## config.mk

```make
export PLATFORM = sky130hd
export DESIGN_NAME = sfd_ctrl
export DESIGN_NICKNAME = d
export VERILOG_FILES = /design/src/rtl/sfd_pkg.sv /design/src/rtl/sfd_dma_req.sv /design/src/rtl/sfd_ctrl.sv
export SDC_FILE = /design/constraint.sdc
export NUM_CORES = 1
export LEC_CHECK = 0
export ABC_AREA = 1
export BUFFER_PORTS_ARGS = -buffer_cell sky130_fd_sc_hd__buf_2
export CAP_MARGIN = 0
export CORE_MARGIN = 2
export CORE_UTILIZATION = 39
export DETAILED_ROUTE_END_ITERATION = 10
export PLACE_DENSITY = 0.8
export SLEW_MARGIN = 20
export SYNTH_ARGS = -nofsm -noshare
export SYNTH_HDL_FRONTEND = slang
export SYNTH_HIERARCHICAL = 1
export SYNTH_SLANG_ARGS = --single-unit
```

## constraint.sdc

```tcl
create_clock -name hclk -period 1 [get_ports hclk]
set_input_delay 0.2 -clock hclk [delete_from_list [all_inputs] [get_ports hclk]]
set_output_delay 0.2 -clock hclk [all_outputs]
set_load 0.02 [all_outputs]
```

## src/rtl/sfd_pkg.sv

```systemverilog
// shared constants for the spi fifo, dma and interrupt control block
package sfd_pkg;

    // ------------------------------------------------------------
    // register indices; byte address is four times the index
    // ------------------------------------------------------------
    localparam logic [31:0] INT_CLEAR_IDX = 32'h5000_1306;
    localparam logic [31:0] SEC_CTRL_IDX  = 32'h5000_1308;
    localparam logic [31:0] IRQ_STAT_IDX  = 32'h5000_130a;
    localparam logic [31:0] IRQ_MASK_IDX  = 32'h5000_130b;

    localparam int ADDR_W = 12;

    // ------------------------------------------------------------
    // secondary control register layout and reset
    // ------------------------------------------------------------
    localparam int          LEAD_BIT_POS  = 4;
    localparam int          BUSY_POS      = 3;
    localparam int          PRIO_POS      = 2;
    localparam int          FIFO_MODE_LSB = 0;
    localparam int          REG_W         = 16;
    localparam logic [15:0] SEC_CTRL_RST  = 16'h0003;

    // ------------------------------------------------------------
    // fifo usage modes and word sizes
    // ------------------------------------------------------------
    typedef enum logic [1:0] {
        SFD_FIFO_BIDIR   = 2'h0,
        SFD_FIFO_RD_ONLY = 2'h1,
        SFD_FIFO_WR_ONLY = 2'h2,
        SFD_FIFO_NONE    = 2'h3
    } sfd_fifo_mode_t;

    localparam logic [1:0] WORD_9BIT = 2'h3;

    // ------------------------------------------------------------
    // interrupt status / mask layout
    // ------------------------------------------------------------
    localparam int         IRQ_DONE_BIT = 0;
    localparam int         IRQ_SUSP_BIT = 1;
    localparam int         IRQ_W        = 2;
    localparam logic [1:0] IRQ_RST      = 2'h0;

    // dma directions
    localparam int DMA_TX = 0;
    localparam int DMA_RX = 1;

    // byte address of a register index, cut to the decoded width
    function automatic logic [11:0] sfd_addr_of(input logic [31:0] idx);
        sfd_addr_of = {idx[9:0], 2'h0};
    endfunction : sfd_addr_of

endpackage : sfd_pkg

```

## src/rtl/sfd_dma_req.sv

```systemverilog
// one dma request line with low or high priority release
`timescale 1ns/100ps
module sfd_dma_req (
    // clock and reset
    input  wire logic hclk,
    input  wire logic hresetn,
    // control
    input  wire logic high_prio,
    input  wire logic want,
    // dma handshake
    input  wire logic ack,
    output logic      req
);

    logic armed;

    // low priority drops on ack and re-arms once ack falls; high priority
    // keeps the bus until the fifo can take or give no more
    always_ff @(posedge hclk or negedge hresetn) begin
        if (!hresetn) begin
            req   <= 1'b0;
            armed <= 1'b1;
        end else if (high_prio) begin
            req   <= want;
            armed <= 1'b1;
        end else if (req && ack) begin
            req   <= 1'b0;
            armed <= 1'b0;
        end else begin
            armed <= armed | ~ack;
            req   <= want & (armed | ~ack) & ~ack;
        end
    end

    chk_low_prio_release : assert property (@(posedge hclk) disable iff (!hresetn)
        (!high_prio && req && ack) |=> !req)
        else $error("low priority request not dropped after ack");

    chk_high_prio_hold : assert property (@(posedge hclk) disable iff (!hresetn)
        (high_prio && want) |=> req)
        else $error("high priority request not held while fifo has room");

endmodule : sfd_dma_req

```

## src/rtl/sfd_ctrl.sv

```systemverilog
// spi interrupt clear, secondary control, busy, dma request and irq logic
//
// Contract
// - any write to the clear register clears the transfer flag unless a transfer sets it in the same cycle; reads give zero.
// - in nine-bit mode the first bit sent is the leading-bit field.
// - busy reads one during transfer, zero with no tx data or rx-full suspend.
// - priority clear drops each dma request on its acknowledge.
// - priority set holds dma requests until fifos are full or empty.
// - fifo mode zero uses both transmit and receive fifos.
// - fifo mode one uses receive fifo; transmit single depth, no flow control.
// - fifo mode two uses transmit fifo; receive single depth, no flow control.
// - fifo mode three disables both fifos and is the reset value.
// - transfer flag sets when data moved and stays until software clears it.
// - word size code three means nine-bit words, master mode only.
`timescale 1ns/100ps
module sfd_ctrl (
    // clock and reset
    input  wire logic        hclk,
    input  wire logic        hresetn,
    // ahb-lite slave
    input  wire logic        hsel,
    input  wire logic [11:0] haddr,
    input  wire logic [1:0]  htrans,
    input  wire logic        hwrite,
    input  wire logic [2:0]  hsize,
    input  wire logic [31:0] hwdata,
    input  wire logic        hready,
    output logic             hreadyout,
    output logic [31:0]      hrdata,
    output logic             hresp,
    // main control and shift engine
    input  wire logic [1:0]  word_size,
    input  wire logic        slave_mode,
    input  wire logic        xfer_done,
    input  wire logic        tx_data_avail,
    input  wire logic        tx_fifo_full,
    input  wire logic        rx_fifo_full,
    input  wire logic        rx_fifo_empty,
    output logic             xfer_int_flag,
    output logic             nine_bit_mode,
    output logic             leading_bit_out,
    output logic             tx_fifo_en,
    output logic             rx_fifo_en,
    // dma controller
    input  wire logic        dma_tx_ack,
    input  wire logic        dma_rx_ack,
    output logic             dma_tx_req,
    output logic             dma_rx_req,
    // interrupt
    output logic             irq
);

    // ------------------------------------------------------------
    // bus slave
    // ------------------------------------------------------------
    localparam logic [11:0] A_CLEAR = sfd_pkg::sfd_addr_of(sfd_pkg::INT_CLEAR_IDX);
    localparam logic [11:0] A_SEC   = sfd_pkg::sfd_addr_of(sfd_pkg::SEC_CTRL_IDX);
    localparam logic [11:0] A_STAT  = sfd_pkg::sfd_addr_of(sfd_pkg::IRQ_STAT_IDX);
    localparam logic [11:0] A_MASK  = sfd_pkg::sfd_addr_of(sfd_pkg::IRQ_MASK_IDX);

    logic        acc;
    logic        wr_pend;
    logic        rd_pend;
    logic [11:0] dph_addr;
    logic        wr_clear;
    logic        wr_sec;
    logic        wr_stat;
    logic        wr_mask;

    logic        lead_bit;
    logic        prio;
    logic [1:0]  fifo_mode;
    logic        busy;
    logic [1:0]  irq_stat;
    logic [1:0]  irq_mask;
    logic [1:0]  irq_evt;
    logic        susp_q;
    logic        rx_suspend;
    logic [1:0]  dma_want;
    logic [1:0]  dma_ack;
    logic [1:0]  dma_req;

    assign acc = hsel & htrans[1] & hready;

    // address phase capture; reads get one wait state so that a read right
    // after a write sees the written value
    always_ff @(posedge hclk or negedge hresetn) begin
        if (!hresetn) begin
            wr_pend   <= 1'b0;
            rd_pend   <= 1'b0;
            dph_addr  <= 12'h000;
            hreadyout <= 1'b1;
        end else begin
            wr_pend  <= acc & hwrite;
            rd_pend  <= acc & ~hwrite;
            if (acc) begin
                dph_addr <= haddr;
            end
            hreadyout <= ~(acc & ~hwrite);
        end
    end

    // data phase write strobes; hsize is ignored, only whole words are used
    assign wr_clear = wr_pend & (dph_addr == A_CLEAR);
    assign wr_sec   = wr_pend & (dph_addr == A_SEC);
    assign wr_stat  = wr_pend & (dph_addr == A_STAT);
    assign wr_mask  = wr_pend & (dph_addr == A_MASK);

    // read mux, loaded in the wait state; the clear register and unmapped
    // addresses read zero, response is always okay
    always_ff @(posedge hclk or negedge hresetn) begin
        if (!hresetn) begin
            hrdata <= 32'h0000_0000;
            hresp  <= 1'b0;
        end else begin
            hresp <= 1'b0;
            if (rd_pend) begin
                unique case (dph_addr)
                    A_CLEAR: hrdata <= 32'h0000_0000;
                    A_SEC:   hrdata <= {27'h000_0000, lead_bit, busy, prio, fifo_mode};
                    A_STAT:  hrdata <= {30'h0000_0000, irq_stat};
                    A_MASK:  hrdata <= {30'h0000_0000, irq_mask};
                    default: hrdata <= 32'h0000_0000;
                endcase
            end
        end
    end

    // ------------------------------------------------------------
    // secondary control register
    // ------------------------------------------------------------
    // reserved bits are simply not stored
    always_ff @(posedge hclk or negedge hresetn) begin
        if (!hresetn) begin
            lead_bit  <= sfd_pkg::SEC_CTRL_RST[sfd_pkg::LEAD_BIT_POS];
            prio      <= sfd_pkg::SEC_CTRL_RST[sfd_pkg::PRIO_POS];
            fifo_mode <= sfd_pkg::SEC_CTRL_RST[sfd_pkg::FIFO_MODE_LSB +: 2];
        end else if (wr_sec) begin
            lead_bit  <= hwdata[sfd_pkg::LEAD_BIT_POS];
            prio      <= hwdata[sfd_pkg::PRIO_POS];
            fifo_mode <= hwdata[sfd_pkg::FIFO_MODE_LSB +: 2];
        end
    end

    // fifo enables per mode; a disabled side falls back to single depth
    // without flow control in the data path outside
    always_ff @(posedge hclk or negedge hresetn) begin
        if (!hresetn) begin
            tx_fifo_en <= 1'b0;
            rx_fifo_en <= 1'b0;
        end else begin
            unique case (sfd_pkg::sfd_fifo_mode_t'(fifo_mode))
                sfd_pkg::SFD_FIFO_BIDIR: begin
                    tx_fifo_en <= 1'b1;
                    rx_fifo_en <= 1'b1;
                end
                sfd_pkg::SFD_FIFO_RD_ONLY: begin
                    tx_fifo_en <= 1'b0;
                    rx_fifo_en <= 1'b1;
                end
                sfd_pkg::SFD_FIFO_WR_ONLY: begin
                    tx_fifo_en <= 1'b1;
                    rx_fifo_en <= 1'b0;
                end
                sfd_pkg::SFD_FIFO_NONE: begin
                    tx_fifo_en <= 1'b0;
                    rx_fifo_en <= 1'b0;
                end
            endcase
        end
    end

    // nine-bit words only in master mode; the leading bit value goes to the
    // shifter, which sends it first
    always_ff @(posedge hclk or negedge hresetn) begin
        if (!hresetn) begin
            nine_bit_mode   <= 1'b0;
            leading_bit_out <= 1'b0;
        end else begin
            nine_bit_mode   <= (word_size == sfd_pkg::WORD_9BIT) & ~slave_mode;
            leading_bit_out <= lead_bit;
        end
    end

    // ------------------------------------------------------------
    // busy and transfer flag
    // ------------------------------------------------------------
    // suspension only exists where the receive side has flow control
    assign rx_suspend = rx_fifo_full & rx_fifo_en;

    always_ff @(posedge hclk or negedge hresetn) begin
        if (!hresetn) begin
            busy <= 1'b0;
        end else begin
            busy <= tx_data_avail & ~rx_suspend;
        end
    end

    // set wins over a clear write in the same cycle so no transfer is lost
    always_ff @(posedge hclk or negedge hresetn) begin
        if (!hresetn) begin
            xfer_int_flag <= 1'b0;
        end else if (xfer_done) begin
            xfer_int_flag <= 1'b1;
        end else if (wr_clear) begin
            xfer_int_flag <= 1'b0;
        end
    end

    // ------------------------------------------------------------
    // dma requests
    // ------------------------------------------------------------
    assign dma_want[sfd_pkg::DMA_TX] = tx_fifo_en & ~tx_fifo_full;
    assign dma_want[sfd_pkg::DMA_RX] = rx_fifo_en & ~rx_fifo_empty;
    assign dma_ack                   = {dma_rx_ack, dma_tx_ack};

    for (genvar d = 0; d < 2; d++) begin : g_dma
        sfd_dma_req u_req (
            .hclk      (hclk),
            .hresetn   (hresetn),
            .high_prio (prio),
            .want      (dma_want[d]),
            .ack       (dma_ack[d]),
            .req       (dma_req[d])
        );
    end

    assign dma_tx_req = dma_req[sfd_pkg::DMA_TX];
    assign dma_rx_req = dma_req[sfd_pkg::DMA_RX];

    // ------------------------------------------------------------
    // interrupt status, mask and output
    // ------------------------------------------------------------
    always_ff @(posedge hclk or negedge hresetn) begin
        if (!hresetn) begin
            susp_q <= 1'b0;
        end else begin
            susp_q <= rx_suspend;
        end
    end

    assign irq_evt[sfd_pkg::IRQ_DONE_BIT] = xfer_done;
    assign irq_evt[sfd_pkg::IRQ_SUSP_BIT] = rx_suspend & ~susp_q;

    // write one to clear; a new event beats the clear
    always_ff @(posedge hclk or negedge hresetn) begin
        if (!hresetn) begin
            irq_stat <= sfd_pkg::IRQ_RST;
        end else begin
            irq_stat <= irq_evt | (irq_stat & ~(wr_stat ? hwdata[1:0] : 2'h0));
        end
    end

    always_ff @(posedge hclk or negedge hresetn) begin
        if (!hresetn) begin
            irq_mask <= sfd_pkg::IRQ_RST;
        end else if (wr_mask) begin
            irq_mask <= hwdata[1:0];
        end
    end

    always_ff @(posedge hclk or negedge hresetn) begin
        if (!hresetn) begin
            irq <= 1'b0;
        end else begin
            irq <= |(irq_stat & irq_mask);
        end
    end

    // ------------------------------------------------------------
    // checks
    // ------------------------------------------------------------
    chk_clear_reads_zero : assert property (@(posedge hclk) disable iff (!hresetn)
        (rd_pend && dph_addr == A_CLEAR) |=> (hrdata == 32'h0000_0000))
        else $error("clear register read returned nonzero");

    chk_clear_flag : assert property (@(posedge hclk) disable iff (!hresetn)
        (wr_clear && !xfer_done) |=> !xfer_int_flag)
        else $error("transfer flag not cleared by write");

    chk_flag_sticky : assert property (@(posedge hclk) disable iff (!hresetn)
        (xfer_done || (xfer_int_flag && !wr_clear)) |=> xfer_int_flag)
        else $error("transfer flag lost before clear");

    chk_lead_bit : assert property (@(posedge hclk) disable iff (!hresetn)
        1'b1 |=> (leading_bit_out == $past(lead_bit)))
        else $error("leading bit output does not follow field");

    chk_busy_state : assert property (@(posedge hclk) disable iff (!hresetn)
        (!tx_data_avail || rx_suspend) |=> !busy)
        else $error("busy set with no data or while suspended");

    chk_nine_bit : assert property (@(posedge hclk) disable iff (!hresetn)
        slave_mode |=> !nine_bit_mode)
        else $error("nine-bit mode in slave mode");

    chk_mode_bidir : assert property (@(posedge hclk) disable iff (!hresetn)
        (fifo_mode == 2'h0) |=> (tx_fifo_en && rx_fifo_en))
        else $error("bidirectional mode lacks a fifo");

    chk_mode_rd : assert property (@(posedge hclk) disable iff (!hresetn)
        (fifo_mode == 2'h1) |=> (!tx_fifo_en && rx_fifo_en))
        else $error("read only mode fifo enables wrong");

    chk_mode_wr : assert property (@(posedge hclk) disable iff (!hresetn)
        (fifo_mode == 2'h2) |=> (tx_fifo_en && !rx_fifo_en))
        else $error("write only mode fifo enables wrong");

    chk_mode_none : assert property (@(posedge hclk) disable iff (!hresetn)
        (fifo_mode == 2'h3) |=> (!tx_fifo_en && !rx_fifo_en))
        else $error("no-fifo mode has a fifo enabled");

    chk_reserved_zero : assert property (@(posedge hclk) disable iff (!hresetn)
        (rd_pend && dph_addr == A_SEC) |=> (hrdata[31:5] == 27'h000_0000))
        else $error("reserved bits read nonzero");

endmodule : sfd_ctrl

```

# ---- After elaboration in Yosys (flattened, before gate mapping)
# Cells that the tools add are included.
dict set report word_totals {
  reg_bits 67
  output_inout_bits 42
}
dict set report classes {
  eq_ne 8
  mux 14
  bitwise_logic 33
  reduce_logical 9
}
# op count
set ops {}
lappend ops {{equality test 12 bit (second input constant)} 4}
lappend ops {{bitwise AND 1 bit} 18}
lappend ops {{one-hot mux 5 bit (3 select lines)} 1}
lappend ops {{two-way mux 1 bit} 10}
lappend ops {{OR reduction 2 bit} 5}
lappend ops {{NOT 1 bit} 9}
lappend ops {{equality test 2 bit (second input constant)} 3}
lappend ops {{bitwise AND 2 bit} 2}
lappend ops {{one-hot mux 1 bit (2 select lines)} 2}
lappend ops {{equality test 2 x 1 -> 1 bit (second input constant)} 1}
lappend ops {{logical AND 1 bit} 2}
lappend ops {{zero test 2 bit} 1}
lappend ops {{two-way mux 2 bit} 1}
lappend ops {{NOT 2 bit} 1}
lappend ops {{OR 1 bit} 2}
lappend ops {{OR 2 bit} 1}
lappend ops {{nonzero test 2 bit} 1}

# ---- Depth between registers and ports, before layout
dict set report depth {
  word_depth 6
  ltp_mapped 8
  mapped_depth_nobuf 8
}

# ---- By module
# The synthesis kept the hierarchy.
# module n_inst cells_each area_per_inst_um2 seq_area_each_um2
set modules_own_cells {}
lappend modules_own_cells {sfd_ctrl 1 171 1709.1 904.6}
lappend modules_own_cells {sfd_dma_req 2 4 37.5 25.0}

# ---- Worst setup path before layout
# Ideal clock, no wire load.
dict set report synth_path {
  path_kind {register to register}
  from {reg dph_addr[1]}
  to {reg irq_stat[0]}
  setup_time_ns 0.120
  arrival_ns 0.994
  required_ns 0.880
  path_slack_ns -0.115
  path_stages_with_launch 7
  n_path_buf 0
  period_less_slack_ns 1.115
  cell_sequence {dfrtp_1 -> nor2_4 -> nand2_2 -> nor2_4 -> nand3_1 -> o21ai_1 -> nand2_1}
}
dict set report synth_via {
  elab_chain_len 6
}
# element line
set synth_lines {}
lappend synth_lines {{start: declaration} sfd_ctrl.sv:64} ;# logic [11:0] dph_addr;
lappend synth_lines {{start signal: assignment} sfd_ctrl.sv:97} ;# dph_addr <= haddr;
lappend synth_lines {{equality test 12 bit} sfd_ctrl.sv:106} ;# assign wr_stat = wr_pend & (dph_addr == A_STAT);
lappend synth_lines {{bitwise AND 1 bit} sfd_ctrl.sv:106}
lappend synth_lines {{two-way mux 2 bit} sfd_ctrl.sv:250} ;# irq_stat <= irq_evt | (irq_stat & ~(wr_stat ? hwdata[1:0] : 2'h0));
lappend synth_lines {{NOT 2 bit} sfd_ctrl.sv:250}
lappend synth_lines {{bitwise AND 2 bit} sfd_ctrl.sv:250}
lappend synth_lines {{OR 2 bit} sfd_ctrl.sv:250}
lappend synth_lines {{end signal: assignment} sfd_ctrl.sv:248} ;# irq_stat <= sfd_pkg::IRQ_RST;
lappend synth_lines {{end signal: assignment} sfd_ctrl.sv:250}
lappend synth_lines {{end: declaration} sfd_ctrl.sv:74} ;# logic [1:0] irq_stat;
# Every way passes these cells.
# A chain may end at the register's enable or synchronous reset.

# ---- Worst setup path in the final report
dict set report layout_path {
  from {reg dph_addr[9]}
  to {reg xfer_int_flag}
}
dict set report layout_via {
  elab_chain_len 3
}
# element line
set layout_lines {}
lappend layout_lines {{equality test 12 bit} sfd_ctrl.sv:104} ;# assign wr_clear = wr_pend & (dph_addr == A_CLEAR);
lappend layout_lines {{bitwise AND 1 bit} sfd_ctrl.sv:104}
lappend layout_lines {{nonzero test 2 bit (no line)} -}
lappend layout_lines {{end signal: assignment} sfd_ctrl.sv:202} ;# xfer_int_flag <= 1'b0;
lappend layout_lines {{end signal: assignment} sfd_ctrl.sv:204} ;# xfer_int_flag <= 1'b1;
lappend layout_lines {{end signal: assignment} sfd_ctrl.sv:206} ;# xfer_int_flag <= 1'b0;
lappend layout_lines {{end: declaration} sfd_ctrl.sv:39} ;# output logic xfer_int_flag,
# Every way passes these cells.

==> results by group <==
Outcome
  • Outcome: complete, but fails checks
  • Failing checks: setup timing

STA
  • Final hold slack: 0.0386 ns
  • Worst setup margin: -0.194 ns
  • Final Hold Viols: 0
  • RSZ-0062 raised after global routing: yes
  • Final period util: 119%
  • Final Skew: 0.00945 ns
  • Max frequency: 837 MHz
  • Sum Neg Setup Slack: -2.61 ns
  • Setup violations, final: 26
  • Fin. max-slew vios: 0
  • Tmin final: 1.19 ns

Placement
  • Post-DP HPWL: 2520 um
  • RD Place Congestion: 0.786
  • Port bufs: 45

Drt
  • Routed length per instance: 11.4 um
  • Via/cell ratio: 4.36
  • Initial drt markers: 41
  • DRC violations left: 0
  • WL final: 3410 um
  • Vias post-DR: 1309
  • Pre-antenna DRT Iters: 4
  • Post-DRT Antenna Nets: 0

Global route
  • GRT Util Overall: 14.4%
  • Vias in the first global route: 1282
  • First-pass GRT wire length: 5610 um
  • Initial antenna violation count: 0
  • Largest net degree at the start of global routing: 29
  • GRT overflow: 0

Synthesis
  • Sequential area share after synthesis: 53.5%
  • Largest cells by area after synthesis: dfrtp_1, buf_4, mux2_2, nand2_1, dfstp_2
  • Synthesized area: 0.00178 mm^2
  • Synth area leader: dfrtp_1
  • Synth Warn #: 6
  • Synthesized flop and latch total: 38
  • Top cell type's share of synthesized area: 49.1%
  • Count of cell types in the netlist: 23
  • Avg Inst Size Synth: 9.97 um^2
  • Cells after Synth: 179

CTS
  • CTS tree: done
  • # clock sinks: 38
  • Clock slew at reported path FFs: 0.07 ns
  • Clk root buf: clkbuf_8
  • CTS max path bufs: 2
  • Num CTS Buffers: 5
  • Clk_lat worst skew: 0.30 ns
  • Deepest level of the CTS H-tree: 2

Hold path
  • Worst Hold End: nine_bit_mode
  • Hold Crit Class: primary input to flop
  • Hold depth: 2
  • Hold path start: slave_mode

Final layout
  • N_diodes: 0
  • Commonest non-fill, non-tap cells in the layout: dfrtp_1, buf_2, conb_1
  • P&R area growth vs syn: 33.2%
  • Commonest non-fill, non-tap cell in the layout: dfrtp_1
  • Layout cell share with drive strength beyond 1: 44.0%
  • Fill count: 394
  • Nets@finish: 311

Power and ir drop
  • Peak VDD IR: 1.16 mV
  • Total power divided by cell area: 1520 mW/mm^2
  • Leakage: 1.24 nW

Die
  • DIE WIDTH: 71.6 um
  • Die Ht: 71.6 um
  • Std-Cell Rows: 24
  • Area of the core: 0.00438 mm^2
  • Die Area: 0.00513 mm^2
  • Starting Density: 40.7%
  • Num ports: 106

Critical path
  • Arrival @ worst endpoint: 1.37 ns
  • RR Startpoint: dph_addr[9]
  • R2R depth: 5
  • Kind of end point of the critical path: flop
  • Critical Path Fanout Max: 3
  • Worst setup SP type: flop
  • Crit Path Category: flop to flop
  • CP required: 1.18 ns
  • R2R setup slack: -0.19 ns
  • RR Endpoint: xfer_int_flag

Run
  • Max-cap check violation count: 0
## worst max-delay path: stages (launching register included)
cell     delay (ns)
dfrtp_1        0.39
nor2_2         0.15
nand3_4        0.12
buf_4          0.15
o31ai_2        0.20
nand2_1        0.07
## area by class of cell
class	count	area (um^2)	area share (%)
repair buffers	63	463	19.5
well taps	52	65.1	2.74
clock inverters	3	45.0	1.89
inverters	22	85.1	3.58
multi-input cells	117	696	29.3
flip-flops and latches	38	955	40.2
clock buffers	5	68.8	2.89
## report_power, final
group	total [W]	leakage (nW)	switching, W	internal, W
registers	0.00173	0.448	0.0000908	0.00164
clock network	0.00130	0.0504	0.000556	0.000741
logic	0.000589	0.739	0.000335	0.000254
## per-stage QoR
stage / setup slack [ns] / power [W] / std cells / area, um^2 / util (%)
3_5_place_dp: -0.260 / 0.00227 / 285 / 2050 / 46.9
4_1_cts: -0.203 / 0.00363 / 297 / 2330 / 53.1
5_1_grt: -0.283 / 0.00382 / 300 / 2380 / 54.2
3_3_place_gp: -0.199 / 0.00225 / 285 / 2050 / 46.9
2_1_floorplan: -0.101 / 0.00213 / 206 / 1890 / -
6_report: -0.194 / 0.00362 / 300 / 2380 / 54.2
## flip-flops by register name (all words and copies together), names as in the netlist
signal	count
lead_bit	1
dph_addr	12
xfer_int_flag	1
rx_fifo_en	1
hreadyout	1
fifo_mode	2
rd_pend	1
hrdata	5
irq_stat	2
irq	1
g_dma.u_req/req	2
susp_q	1
wr_pend	1
nine_bit_mode	1
leading_bit_out	1
prio	1
tx_fifo_en	1
irq_mask	2
busy	1
## worst max-delay path by stage
stage | to | slack, ns | from
CTS | irq_stat[0] | -0.20 | dph_addr[8]
floorplan | irq_stat[0] | -0.10 | dph_addr[9]
finish | xfer_int_flag | -0.19 | dph_addr[9]
global placement | irq_mask[1] | -0.20 | dph_addr[7]
global route | xfer_int_flag | -0.28 | dph_addr[9]
detailed placement | hrdata[4] | -0.26 | dph_addr[7]
## logic make-up after synthesis
family                 share of synthesized area [%]
and+or+nand+nor                                 17.8
buffers and inverters                           17.0
DFF                                             53.5
AOI/OAI and AO/OA                               5.12
muxes                                           6.31
other                                          0.210
## what timing repair did
item | CTS | global route
hold buffers | 1 | 0
buffers inserted | 3 | 3
gates resized for setup | 36 | 7
endpoints found under the hold margin | 9 | 0
pin swaps | 4 | 4
setup endpoints to repair | 28 | 28
## cells in the mapped netlist (all sizes together)
cell / n
o21ai: 11
a21oi: 4
a22o: 1
mux2: 10
nand4: 2
or2: 1
dfrtp: 35
nand3: 13
conb: 1
buf: 29
inv: 22
dfstp: 3
o31ai: 1
nand2: 28
nor2: 18
## routing by layer
layer,wire [um],GRT usage [%],up-vias
met3,279,6.19,5
met5,0,0,-
li1,-,-,644
met1,1380,17.0,599
met4,47,4.40,0
met2,1700,23.8,61
No activity file was read; power rests on OpenSTA's default activity.
